--- src/cgen_pkg.sv ---
// ****************************************************************
// Constants and carriers of the configuration cycle generator.
// ****************************************************************
package cgen_pkg;

    // ************************************************************
    // Register bus geometry and register offsets.
    // ************************************************************
    localparam int unsigned CGEN_ADDR_W = 12;
    localparam logic [11:0] CGEN_OFF_CFG_ADDR = 12'h000;
    localparam logic [11:0] CGEN_OFF_CFG_DATA = 12'h004;
    localparam logic [11:0] CGEN_OFF_MISC = 12'h008;
    localparam logic [11:0] CGEN_OFF_IACK = 12'h00C;
    localparam logic [11:0] CGEN_OFF_STATUS = 12'h010;

    // ************************************************************
    // Field positions and reset values.
    // ************************************************************
    localparam int unsigned CGEN_MISC_MA_SUPPRESS_BIT = 0;
    localparam int unsigned CGEN_MISC_TYPE_BIT = 1;
    localparam logic [1:0] CGEN_MISC_RESET = 2'h0;
    localparam logic [31:0] CGEN_CFG_ADDR_RESET = 32'h0000_0000;
    localparam logic [31:0] CGEN_DATA_RESET = 32'h0000_0000;
    localparam int unsigned CGEN_DEV_LSB = 11;
    localparam int unsigned CGEN_DEV_MSB = 14;
    localparam int unsigned CGEN_FUNC_LSB = 8;
    localparam int unsigned CGEN_FUNC_MSB = 10;
    localparam int unsigned CGEN_REG_LSB = 2;
    localparam int unsigned CGEN_REG_MSB = 7;
    localparam int unsigned CGEN_IDSEL_LSB = 16;
    localparam int unsigned CGEN_STAT_BUSY_BIT = 0;
    localparam int unsigned CGEN_STAT_READY_BIT = 1;
    localparam int unsigned CGEN_STAT_MABORT_BIT = 2;
    localparam int unsigned CGEN_STAT_RETRY_BIT = 3;

    // ************************************************************
    // Transfer sizes on the local bus and PCI commands.
    // ************************************************************
    localparam logic [1:0] CGEN_SIZE_WORD = 2'h0;
    localparam logic [1:0] CGEN_SIZE_BYTE = 2'h1;
    localparam logic [1:0] CGEN_SIZE_HALF = 2'h2;
    localparam logic [3:0] CGEN_CMD_IACK = 4'h0;
    localparam logic [3:0] CGEN_CMD_CFG_RD = 4'hA;
    localparam logic [3:0] CGEN_CMD_CFG_WR = 4'hB;

    // ************************************************************
    // Types.
    // ************************************************************
    typedef enum logic [2:0] {
        CGEN_ST_IDLE = 3'b001,
        CGEN_ST_RUN = 3'b010,
        CGEN_ST_HOLD = 3'b100
    } cgen_state_e;

    typedef enum logic [1:0] {
        CGEN_ACT_REG = 2'h0,
        CGEN_ACT_START = 2'h1,
        CGEN_ACT_DONE = 2'h2,
        CGEN_ACT_RETRY = 2'h3
    } cgen_act_e;

    typedef enum logic [1:0] {
        CGEN_KIND_CFG_RD = 2'h0,
        CGEN_KIND_CFG_WR = 2'h1,
        CGEN_KIND_IACK = 2'h2
    } cgen_kind_e;

    typedef struct packed {
        logic [3:0] cmd;
        logic [31:0] addr;
        logic [3:0] be;
        logic [31:0] wdata;
    } cgen_pci_req_s;

    typedef struct packed {
        logic done;
        logic mabort;
        logic [31:0] rdata;
    } cgen_pci_rsp_s;

endpackage : cgen_pkg

--- src/cgen_cfg_bridge.sv ---
// Implementation choices: the APB register port and the placing of the registers.
`timescale 1ns/1ps
// Functional notes
// - One type bit picks type 0 or 1.
// - Type 1 drives whole address register out.
// - Type 0 sets one upper line from device.
// - Type 0 low lines: zeros, function, register, zeros.
// - Suppress bit reports master abort as success.
// - Data access retried first, then cycle starts.
// - Byte enables from low address and size.
// - Retry other data and acknowledge accesses while cycle outstanding.
// - Read data captured; repeat access returns it.
// - Write completes locally after PCI write completes.
// - Register read produces interrupt acknowledge cycle.
// - No lock between the two register sides.
// - Local read gives config read; write, write.
module cgen_cfg_bridge (
    input wire logic ref_clk,
    input wire logic rst_n,
    input wire logic psel,
    input wire logic penable,
    input wire logic pwrite,
    input wire logic [11:0] paddr,
    input wire logic [31:0] pwdata,
    input wire logic [1:0] transfer_size,
    output logic pready,
    output logic [31:0] prdata,
    output logic pslverr,
    output logic pci_req_valid,
    output cgen_pkg::cgen_pci_req_s pci_req,
    input wire cgen_pkg::cgen_pci_rsp_s pci_rsp
);
    import cgen_pkg::*;

    // ************************************************************
    // Helpers.
    // ************************************************************

    // Byte lanes of a local access, lane 0 at the low byte address.
    function automatic logic [3:0] cgen_be(input logic [1:0] size, input logic [1:0] lo);
        logic [3:0] be;
        be = 4'hF;
        case (size)
            CGEN_SIZE_BYTE: be = 4'h1 << lo;
            CGEN_SIZE_HALF: be = lo[1] ? 4'hC : 4'h3;
            default: be = 4'hF;
        endcase
        return be;
    endfunction : cgen_be

    // Word index of a register offset.
    function automatic logic [9:0] cgen_word(input logic [11:0] addr);
        return addr[11:2];
    endfunction : cgen_word

    // ************************************************************
    // Declarations.
    // ************************************************************
    cgen_state_e state_ff, nxt_state;
    cgen_act_e act_ff, nxt_act;
    cgen_kind_e tr_kind_ff, nxt_tr_kind;
    logic pready_ff, nxt_pready;
    logic pslverr_ff, nxt_pslverr;
    logic [31:0] prdata_ff, nxt_prdata;
    logic [31:0] cfg_addr_ff, nxt_cfg_addr;
    logic [1:0] misc_ff, nxt_misc;
    logic [31:0] data_ff, nxt_data;
    logic [31:0] iack_ff, nxt_iack;
    logic [11:0] tr_addr_ff, nxt_tr_addr;
    logic [1:0] tr_size_ff, nxt_tr_size;
    logic mabort_ff, nxt_mabort;
    logic retry_ff, nxt_retry;
    logic req_valid_ff, nxt_req_valid;
    cgen_pci_req_s req_ff, nxt_req;
    logic setup;
    logic access_done;
    logic is_data;
    logic is_iack;
    logic is_delayed;
    cgen_kind_e acc_kind;
    logic match;
    logic [31:0] ad_phase;
    logic [31:0] status;

    // ************************************************************
    // Address phase.
    // ************************************************************

    // The encoder only looks at the stored address and type bit.
    cgen_addr_phase u_addr_phase (
        .cfg_addr(cfg_addr_ff),
        .cfg_type(misc_ff[CGEN_MISC_TYPE_BIT]),
        .ad_phase(ad_phase)
    );

    // ************************************************************
    // Access decode.
    // ************************************************************

    // Classify the request and compare it with the parked transaction.
    always_comb begin
        setup = psel && !penable;
        access_done = psel && penable && pready_ff;
        is_data = cgen_word(paddr) == cgen_word(CGEN_OFF_CFG_DATA);
        is_iack = (cgen_word(paddr) == cgen_word(CGEN_OFF_IACK)) && !pwrite;
        is_delayed = is_data || is_iack;
        if (is_iack) begin
            acc_kind = CGEN_KIND_IACK;
        end else if (pwrite) begin
            acc_kind = CGEN_KIND_CFG_WR;
        end else begin
            acc_kind = CGEN_KIND_CFG_RD;
        end
        // The repeat must carry the same address, size and direction.
        match = (state_ff == CGEN_ST_HOLD) && (tr_kind_ff == acc_kind) &&
            (tr_addr_ff == paddr) && (tr_size_ff == transfer_size);
        status = 32'h0000_0000;
        status[CGEN_STAT_BUSY_BIT] = state_ff == CGEN_ST_RUN;
        status[CGEN_STAT_READY_BIT] = state_ff == CGEN_ST_HOLD;
        status[CGEN_STAT_MABORT_BIT] = mabort_ff;
        status[CGEN_STAT_RETRY_BIT] = retry_ff;
    end

    // ************************************************************
    // Bus answer.
    // ************************************************************

    // Decide the answer in the setup cycle; it shows in the first access cycle.
    always_comb begin
        nxt_pready = 1'b0;
        nxt_pslverr = 1'b0;
        nxt_prdata = 32'h0000_0000;
        nxt_act = act_ff;
        if (setup) begin
            nxt_pready = 1'b1;
            nxt_act = CGEN_ACT_REG;
            if (is_delayed) begin
                case (state_ff)
                    CGEN_ST_IDLE: begin
                        nxt_act = CGEN_ACT_START;
                        nxt_pslverr = 1'b1;
                    end
                    CGEN_ST_HOLD: begin
                        if (match) begin
                            nxt_act = CGEN_ACT_DONE;
                            // Suppression hides the abort from a host bridge.
                            nxt_pslverr = mabort_ff &&
                                !misc_ff[CGEN_MISC_MA_SUPPRESS_BIT];
                            if (!pwrite) begin
                                nxt_prdata = is_iack ? iack_ff : data_ff;
                            end
                        end else begin
                            nxt_act = CGEN_ACT_RETRY;
                            nxt_pslverr = 1'b1;
                        end
                    end
                    default: begin
                        nxt_act = CGEN_ACT_RETRY;
                        nxt_pslverr = 1'b1;
                    end
                endcase
            end else if (!pwrite) begin
                if (cgen_word(paddr) == cgen_word(CGEN_OFF_CFG_ADDR)) begin
                    nxt_prdata = cfg_addr_ff;
                end else if (cgen_word(paddr) == cgen_word(CGEN_OFF_MISC)) begin
                    nxt_prdata = {30'h0000_0000, misc_ff};
                end else if (cgen_word(paddr) == cgen_word(CGEN_OFF_STATUS)) begin
                    nxt_prdata = status;
                end else begin
                    nxt_pslverr = 1'b1;
                end
            end else if (cgen_word(paddr) > cgen_word(CGEN_OFF_STATUS)) begin
                nxt_pslverr = 1'b1;
            end
        end
    end

    // Answer registers; pready is high for exactly one access cycle.
    always_ff @(posedge ref_clk or negedge rst_n) begin
        if (!rst_n) begin
            pready_ff <= 1'b0;
            pslverr_ff <= 1'b0;
            prdata_ff <= 32'h0000_0000;
            act_ff <= CGEN_ACT_REG;
        end else begin
            pready_ff <= nxt_pready;
            pslverr_ff <= nxt_pslverr;
            prdata_ff <= nxt_prdata;
            act_ff <= nxt_act;
        end
    end

    // ************************************************************
    // Registers and delayed transaction.
    // ************************************************************

    // Everything changes only at the completing access edge or on PCI done.
    always_comb begin
        nxt_state = state_ff;
        nxt_cfg_addr = cfg_addr_ff;
        nxt_misc = misc_ff;
        nxt_data = data_ff;
        nxt_iack = iack_ff;
        nxt_tr_kind = tr_kind_ff;
        nxt_tr_addr = tr_addr_ff;
        nxt_tr_size = tr_size_ff;
        nxt_mabort = mabort_ff;
        nxt_retry = retry_ff;
        nxt_req_valid = req_valid_ff;
        nxt_req = req_ff;
        if (access_done) begin
            case (act_ff)
                CGEN_ACT_START: begin
                    nxt_state = CGEN_ST_RUN;
                    nxt_tr_kind = acc_kind;
                    nxt_tr_addr = paddr;
                    nxt_tr_size = transfer_size;
                    nxt_mabort = 1'b0;
                    nxt_retry = 1'b1;
                    nxt_req_valid = 1'b1;
                    nxt_req.be = cgen_be(transfer_size, paddr[1:0]);
                    nxt_req.wdata = pwdata;
                    if (is_iack) begin
                        nxt_req.cmd = CGEN_CMD_IACK;
                        nxt_req.addr = {20'h0_0000, paddr};
                    end else begin
                        nxt_req.cmd = pwrite ? CGEN_CMD_CFG_WR : CGEN_CMD_CFG_RD;
                        nxt_req.addr = ad_phase;
                    end
                    if (pwrite) begin
                        nxt_data = pwdata;
                    end
                end
                CGEN_ACT_DONE: begin
                    nxt_state = CGEN_ST_IDLE;
                    nxt_retry = 1'b0;
                end
                CGEN_ACT_RETRY: begin
                    nxt_retry = 1'b1;
                end
                default: begin
                    // Plain stores: no lock against the PCI side's own writes.
                    if (pwrite && cgen_word(paddr) == cgen_word(CGEN_OFF_CFG_ADDR)) begin
                        nxt_cfg_addr = pwdata;
                    end
                    if (pwrite && cgen_word(paddr) == cgen_word(CGEN_OFF_MISC)) begin
                        nxt_misc = pwdata[1:0];
                    end
                end
            endcase
        end
        // PCI done cannot meet a start or a completion: those need other states.
        if (state_ff == CGEN_ST_RUN && pci_rsp.done) begin
            nxt_state = CGEN_ST_HOLD;
            nxt_req_valid = 1'b0;
            nxt_mabort = pci_rsp.mabort;
            if (tr_kind_ff == CGEN_KIND_CFG_RD) begin
                nxt_data = pci_rsp.rdata;
            end else if (tr_kind_ff == CGEN_KIND_IACK) begin
                nxt_iack = pci_rsp.rdata;
            end
        end
    end

    // Transaction and register state.
    always_ff @(posedge ref_clk or negedge rst_n) begin
        if (!rst_n) begin
            state_ff <= CGEN_ST_IDLE;
            cfg_addr_ff <= CGEN_CFG_ADDR_RESET;
            misc_ff <= CGEN_MISC_RESET;
            data_ff <= CGEN_DATA_RESET;
            iack_ff <= CGEN_DATA_RESET;
            tr_kind_ff <= CGEN_KIND_CFG_RD;
            tr_addr_ff <= 12'h000;
            tr_size_ff <= CGEN_SIZE_WORD;
            mabort_ff <= 1'b0;
            retry_ff <= 1'b0;
            req_valid_ff <= 1'b0;
            req_ff <= '0;
        end else begin
            state_ff <= nxt_state;
            cfg_addr_ff <= nxt_cfg_addr;
            misc_ff <= nxt_misc;
            data_ff <= nxt_data;
            iack_ff <= nxt_iack;
            tr_kind_ff <= nxt_tr_kind;
            tr_addr_ff <= nxt_tr_addr;
            tr_size_ff <= nxt_tr_size;
            mabort_ff <= nxt_mabort;
            retry_ff <= nxt_retry;
            req_valid_ff <= nxt_req_valid;
            req_ff <= nxt_req;
        end
    end

    // ************************************************************
    // Outputs.
    // ************************************************************

    // All outputs come straight from flip-flops.
    assign pready = pready_ff;
    assign pslverr = pslverr_ff;
    assign prdata = prdata_ff;
    assign pci_req_valid = req_valid_ff;
    assign pci_req = req_ff;

endmodule : cgen_cfg_bridge

--- src/cgen_addr_phase.sv ---
`timescale 1ns/1ps
// ****************************************************************
// Address phase encoder for configuration cycles.
// ****************************************************************
module cgen_addr_phase (
    input wire logic [31:0] cfg_addr,
    input wire logic cfg_type,
    output logic [31:0] ad_phase
);
    import cgen_pkg::*;

    logic [3:0] device_number_field;
    logic [15:0] idsel;

    // Type 1 passes the whole address; type 0 builds a one-hot select.
    always_comb begin
        device_number_field = cfg_addr[CGEN_DEV_MSB:CGEN_DEV_LSB];
        idsel = 16'h0001 << device_number_field;
        ad_phase = 32'h0000_0000;
        if (cfg_type) begin
            ad_phase = cfg_addr;
        end else begin
            ad_phase[31:CGEN_IDSEL_LSB] = idsel;
            ad_phase[CGEN_FUNC_MSB:CGEN_FUNC_LSB] =
                cfg_addr[CGEN_FUNC_MSB:CGEN_FUNC_LSB];
            ad_phase[CGEN_REG_MSB:CGEN_REG_LSB] =
                cfg_addr[CGEN_REG_MSB:CGEN_REG_LSB];
        end
    end

endmodule : cgen_addr_phase

--- config.mk ---
export PLATFORM = sky130hd
export DESIGN_NAME = cgen_cfg_bridge
export DESIGN_NICKNAME = d
export VERILOG_FILES = /design/src/cgen_pkg.sv /design/src/cgen_cfg_bridge.sv /design/src/cgen_addr_phase.sv
export SDC_FILE = /design/constraint.sdc
export NUM_CORES = 1
export LEC_CHECK = 0
export ABC_AREA = 1
export BUFFER_PORTS_ARGS = -buffer_cell sky130_fd_sc_hd__buf_2
export CORE_MARGIN = 2
export CORE_UTILIZATION = 30
export DETAILED_ROUTE_END_ITERATION = 8
export PLACE_DENSITY = 0.55
export SLEW_MARGIN = 20
export SYNTH_ARGS = -nofsm -noshare
export SYNTH_HDL_FRONTEND = slang
export SYNTH_SLANG_ARGS = --single-unit
export TNS_END_PERCENT = 100
--- constraint.sdc ---
create_clock -name ref_clk -period 1.4 [get_ports ref_clk]
set_input_delay 0.21 -clock ref_clk [delete_from_list [all_inputs] [get_ports ref_clk]]
set_output_delay 0.21 -clock ref_clk [all_outputs]
set_load 0.02 [all_outputs]
=== After elaboration in Yosys (flattened, before gate mapping) ===
Cells that the tools add are included.

* $lt $le $gt $ge: 1
* Equal/unequal tests: 16
* Shifts and indexed selects: 2
* Multiplexer cells: 47
* Bitwise logic cells: 2
* Reductions and logical operators: 30

{| class="wikitable"
|+ Operators with widths
! operator !! count
|-
| 32-bit 2-to-1 mux || 13
|-
| 36-bit 2-to-1 mux || 1
|-
| 10-bit by 2-bit equality test with 1-bit output, second input constant || 2
|-
| 1-bit 2-to-1 mux || 19
|-
| 16-bit 2-to-1 mux || 1
|-
| 1-bit by 4-bit left shift with 16-bit output, first input constant || 1
|-
| 12-bit equality test || 1
|-
| 4-bit 2-to-1 mux || 3
|-
| 1-bit logical AND || 11
|-
| 10-bit by 1-bit equality test with 1-bit output, second input constant || 1
|-
| 10-bit by 3-bit equality test with 1-bit output, second input constant || 1
|-
| 10-bit by 3-bit greater-than comparator with 1-bit output, second input constant || 1
|-
| 10-bit zero test || 1
|-
| 3-bit AND reduction || 3
|-
| 2-bit equality test, second input constant || 4
|-
| 4-bit one-hot mux with 2 select lines || 1
|-
| 2-bit AND reduction || 4
|-
| 2-bit 2-to-1 mux || 3
|-
| 3-bit 2-to-1 mux || 2
|-
| 3-bit one-hot mux with 2 select lines || 1
|-
| 2-bit nonzero test || 3
|-
| 5-bit 2-to-1 mux || 1
|-
| 2-bit by 1-bit equality test with 1-bit output, second input constant || 2
|-
| 2-bit equality test || 2
|-
| 13 further kinds || 16
|}

* Bits in registers: 228
* Bits of input ports: 85
* Output and inout port bits: 107
* Logic and storage cells: 117

=== Logic depth before layout (Yosys ltp) ===
* Depth in word-level cells: 11
* Mapped depth: 10
* Depth with buffers taken out: 10

=== By module ===
A second synthesis with hierarchy kept.

* Cells, all modules: 1202
* Area total of the unflattened synthesis: 10616.4 µm²

{| class="wikitable"
|+ By module, submodules not included
! module !! instances !! cells an instance !! area each (µm²)
|-
| cgen_cfg_bridge || 1 || 1120 || 10224.8
|-
| cgen_addr_phase || 1 || 82 || 391.6
|}

=== Least setup slack after synthesis ===
No wires, ideal clock.

* Path type: register to register
* Start: register pready_ff, in the netlist pready
* End: register data_ff[13]
* Library setup time: 0.118 ns
* Arrival: 1.411 ns
* Required time: 1.282 ns
* Setup slack: -0.129 ns
* Stages on the path, launching flop included: 9
* Cells stage by stage: dfrtp_1 > nand3_1 > nor2_1 > buf_4 > nand2_2 > clkbuf_1 > o21ai_0 > a21oi_1 > nor2_1

* Cells in the longest elaborated chain, start to end: 4

{| class="wikitable"
|+ RTL lines
! element !! line !! text
|-
| from (decl) || cgen_cfg_bridge.sv:62 || <nowiki>logic pready_ff, nxt_pready;</nowiki>
|-
| from (signal assigned) || cgen_cfg_bridge.sv:186 || <nowiki>pready_ff <= nxt_pready;</nowiki>
|-
| 1-bit logical AND * || cgen_cfg_bridge.sv:103 || <nowiki>access_done = psel && penable && pready_ff;</nowiki>
|-
| 32-bit 2-to-1 mux * || cgen_cfg_bridge.sv:211 || <nowiki>if (access_done) begin</nowiki>
|-
| 32-bit 2-to-1 mux || cgen_cfg_bridge.sv:257 || <nowiki>if (tr_kind_ff == CGEN_KIND_CFG_RD) begin</nowiki>
|-
| 32-bit 2-to-1 mux * || cgen_cfg_bridge.sv:253 || <nowiki>if (state_ff == CGEN_ST_RUN && pci_rsp.done) begin</nowiki>
|-
| net nxt_data[13] || cgen_cfg_bridge.sv:67 || <nowiki>logic [31:0] data_ff, nxt_data;</nowiki>
|-
| to (signal assigned) || cgen_cfg_bridge.sv:284 || <nowiki>data_ff <= nxt_data;</nowiki>
|-
| to (decl) || cgen_cfg_bridge.sv:67 ||
|}

Mark *: on every way through the listed nets, which the timed path passes. The rest lies on a longest branch.
A chain may end at the register's enable or synchronous reset.

=== Final worst setup path ===
* Start: register state_ff[1]
* End: register prdata_ff[25], in the netlist prdata[25]

* Cells in the longest elaborated chain, start to end: 8

{| class="wikitable"
|+ RTL lines
! element !! line !! text
|-
| from (decl) || cgen_cfg_bridge.sv:59 || <nowiki>cgen_state_e state_ff, nxt_state;</nowiki>
|-
| from (signal assigned) || cgen_cfg_bridge.sv:281 || <nowiki>state_ff <= nxt_state;</nowiki>
|-
| 3-bit equality test * || cgen_cfg_bridge.sv:115, cgen_cfg_bridge.sv:138 ||
|-
| 1-bit logical AND (2 in a row) || cgen_cfg_bridge.sv:115 || <nowiki>match = (state_ff == CGEN_ST_HOLD) && (tr_kind_ff == acc_kind) &&</nowiki>
|-
| 1-bit logical AND || cgen_cfg_bridge.sv:116 || <nowiki>(tr_addr_ff == paddr) && (tr_size_ff == transfer_size);</nowiki>
|-
| 32-bit 2-to-1 mux || cgen_cfg_bridge.sv:144 || <nowiki>if (match) begin</nowiki>
|-
| 32-bit 2-to-1 mux * || cgen_cfg_bridge.sv:138 || <nowiki>case (state_ff)</nowiki>
|-
| 32-bit 2-to-1 mux * || cgen_cfg_bridge.sv:137 || <nowiki>if (is_delayed) begin</nowiki>
|-
| 32-bit 2-to-1 mux * || cgen_cfg_bridge.sv:134 || <nowiki>if (setup) begin</nowiki>
|-
| net nxt_prdata[25] || cgen_cfg_bridge.sv:64 || <nowiki>logic [31:0] prdata_ff, nxt_prdata;</nowiki>
|-
| to (signal assigned) || cgen_cfg_bridge.sv:188 || <nowiki>prdata_ff <= nxt_prdata;</nowiki>
|-
| to (decl) || cgen_cfg_bridge.sv:64 ||
|}

Marked as above.

==> key figures <==
Status
  • Status: finished, violations left
  • Failing checks: setup timing

Synthesis
  • Post-synthesis sequential area ratio: about 54%
  • Netlist cell types: 41
  • Mapped Nets: 1,273
  • Post-Syn Area: around 11,000 µm²
  • Syn. warnings: 0
  • Synth Instances: 1,186
  • Synth top area cells: dfrtp_1 53%, nand2_1 12%, o21ai_0 6.1%
  • Leading area contributor after synthesis: dfrtp_1
  • Avg Inst Size Synth: ~9 µm²
  • Flops & latches, synth: 225
  • Post-synth top area share: between 50 and 60%

Setup path
  • Req. time, crit path: between 1.5 and 2 ns
  • Crit-path cells: nor3_4, nand2_1, nor2_1, nand2_2, nor2_4, buf_4, buf_6, nand3_4, a21oi_2
  • R2R Setup Slk: -0.28 ns
  • Crit path DAT: 2.15 ns
  • Crit-path max FO: 6
  • WP buf/inv: 2
  • Worst r2r src: state_ff[1]
  • CP Launch Type: register
  • Reg2reg end: prdata[25]
  • Critical Path Stages: 9
  • Worst Setup SP: state_ff[1]
  • Worst setup path class: reg -> reg
  • CP peak stage delay: approximately 0.43 ns
  • FF-to-FF path depth: 9
  • CP top delay family: simple AND/OR/NAND/NOR gates
  • CP endpoint kind: register
  • Slowest CP cell: dfrtp_2

Route
  • Final ANT Viol Nets: 0
  • Vias/cell: slightly below 5
  • Drc violations: 0
  • Iter 0 DRT Violations: around 540
  • DR WL/cell: roughly 20 µm
  • Via count: 9,750
  • Routed wire length: between 40,000 and 50,000 µm
  • Drt first pass iters: 5

Power and ir drop
  • Final Power: ~14 mW
  • Pwr/cell area: roughly 860 nW/µm²
  • Peak supply drop: about 0.00080 V
  • Leak Pwr: between 8 and 9 nW

Finish
  • Area delta synth->final: 57.3%
  • Fin nets: approximately 1,600
  • Most common cell after layout, fill and taps aside: nand2_1
  • Commonest cells after routing, fill and taps aside: 223 x nand2_1, 221 x dfrtp_1, 188 x buf_2
  • Layout Cell Area excl Fill: roughly 17,000 µm²
  • Layout cell share with drive strength beyond 1: between 40% and 50%

Place
  • Hpwl dp: 23,800 µm
  • Port bufs: between 150 and 200
  • Worst slack, placed: -0.265 ns
  • GP Congestion: 0.825
  • Placed Instance Area: between 10,000 and 15,000 µm²

Global routing
  • Overflow after GRT: 0
  • Initial antenna violation count: 1
  • First-pass GRT wire length: between 50,000 and 60,000 µm
  • Vias in the first global route: slightly above 9,000
  • Total GRT Usage: between 10% and 20%
  • Largest net degree at the start of global routing: 46

Hold path
  • Hold Path Stages: 3
  • Min-delay src: pwdata[17]
  • WHS Endpoint: pci_req[17]
  • Worst min path class: in -> reg

Floorplan
  • Floorplan row count: 68
  • Core footprint: between 30,000 and 40,000 µm²
  • Die H: between 150 and 200 µm
  • Initial Utilization: between 30 and 40%
  • Die width: roughly 190 µm
  • Die area: roughly 37,000 µm²
  • I/O pins: 192

Timing
  • RSZ-0062 raised after global routing: yes
  • Final slew viol count: 0
  • Final setup fails: roughly 190
  • Max Fclk: between 0.5 and 0.6 GHz
  • Setup TNS: -29.85 ns
  • Clock Skew: 0.0158 ns
  • Final hold slack: 0.0169 ns
  • Final period utilization: 120%
  • Clock period minus worst slack: between 1.5 and 2 ns
  • Final Worst Setup Slack: -0.284 ns
  • Final Hold Vio Count: 0

Job
  • Max-cap viol count: 0

Clocking
  • # H-tree levels: 1
  • CTS tree: built
  • TritonCTS buffer count: 26
  • Clk buf depth: 3
  • Clock Sink Count: roughly 230
  • Clock Latency Late Sink: 0.54 ns
  • Clock Tree Root: clkbuf_16
  • Worst-path clk slew: roughly 0.060 ns
[cells by family (layout without fill, tap and decap cells)]
kind of cell,Yosys count,after routing,synth area share (%)
AOI/OAI and AO/OA,247,247,13.6
xor gates and xnor gates,10,10,0.834
adders and majority gates,2,2,0.238
buffers and inverters,164,549,7.04
DFF,225,225,53.6
muxes,32,32,3.43
other,1,2,0.0357
and+or+nand+nor,505,507,21.2
[power by group]
| group | switching (mW) | total [mW] | internal (mW) |
|---|---|---|---|
| clock network | 2.78 | 6.68 | 3.90 |
| registers | 0.0541 | 6.61 | 6.56 |
| logic | 0.532 | 0.953 | 0.421 |
| total | 3.36 | 14.2 | 10.9 |
[tightest hold or removal path: stages]
cell and delay, ns:
buf_2 0.08, inv_1 0.09, o21ai_2 0.14
[metrics by stage]
stage,cells,utilization [%]
finish,2029,47.9
CTS,1998,43.3
detailed placement,1853,36.4
floorplan,1186,-
global placement,1853,36.4
global route,2028,47.8
[flip-flops by register name, summed over array words and instances (netlist names)]
signal / flops
iack_ff: 32
pci_req_valid: 1
retry_ff: 1
prdata: 32
pready: 1
tr_kind_ff: 2
act_ff: 2
mabort_ff: 1
data_ff: 32
state_ff: 3
misc_ff: 2
pci_req: 69
tr_addr_ff: 12
tr_size_ff: 2
cfg_addr_ff: 32
pslverr: 1
[synthesized netlist by cell type, drive strengths merged]
library cell / number
nand3: 58
ha: 2
nand2: 332
clkinv: 1
a21oi: 69
a211oi: 1
o21ai: 146
dfrtp: 224
conb: 1
dfstp: 1
o22a: 1
nor3: 11
nor4: 1
a22oi: 8
nor2: 101
o22ai: 2
nand3b: 2
a41oi: 2
clkbuf: 25
buf: 44
xnor2: 10
mux2: 32
o31ai: 6
a31oi: 1
o211ai: 11
inv: 94
[repair_timing]
action,in CTS,in global routing
gates cloned,13,24
endpoints found under the hold margin,333,0
pin swaps,20,48
gates resized for setup,148,348
endpoints found under the setup margin,184,219
hold buffers,67,0
buffers inserted,18,15
[routing by layer]
metal / vias up / share of wire, % / GRT usage, % / wire (µm)
li1: 4603 / - / - / -
met1: 4770 / 45 / 27.3 / 18000
met2: 310 / 47 / 30.4 / 18600
met3: 67 / 5.8 / 3.23 / 2300
met4: 0 / 2.7 / 4.53 / 1080
met5: - / 0 / 0 / 0
[cell type report]
cell class	count	area, µm²
Fill cell	3274	18000
Sequential cell	225	5640
Multi-Input combinational cell	799	5400
Timing Repair Buffer	407	3730
Clock buffer	46	817
Tap cell	455	569
Inverter	95	379
Clock inverter	1	5.00
Antenna cell	1	2.50
[how the worst max path moves through the flow]
stage                        to  slack (ns)
floorplan           iack_ff[24]       -0.03
global placement    pci_req[52]       -0.24
detailed placement  pci_req[52]       -0.27
CTS                  prdata[12]       -0.23
global route         prdata[25]       -0.38
finish               prdata[25]       -0.28
Power figures use the tool's default switching activity.
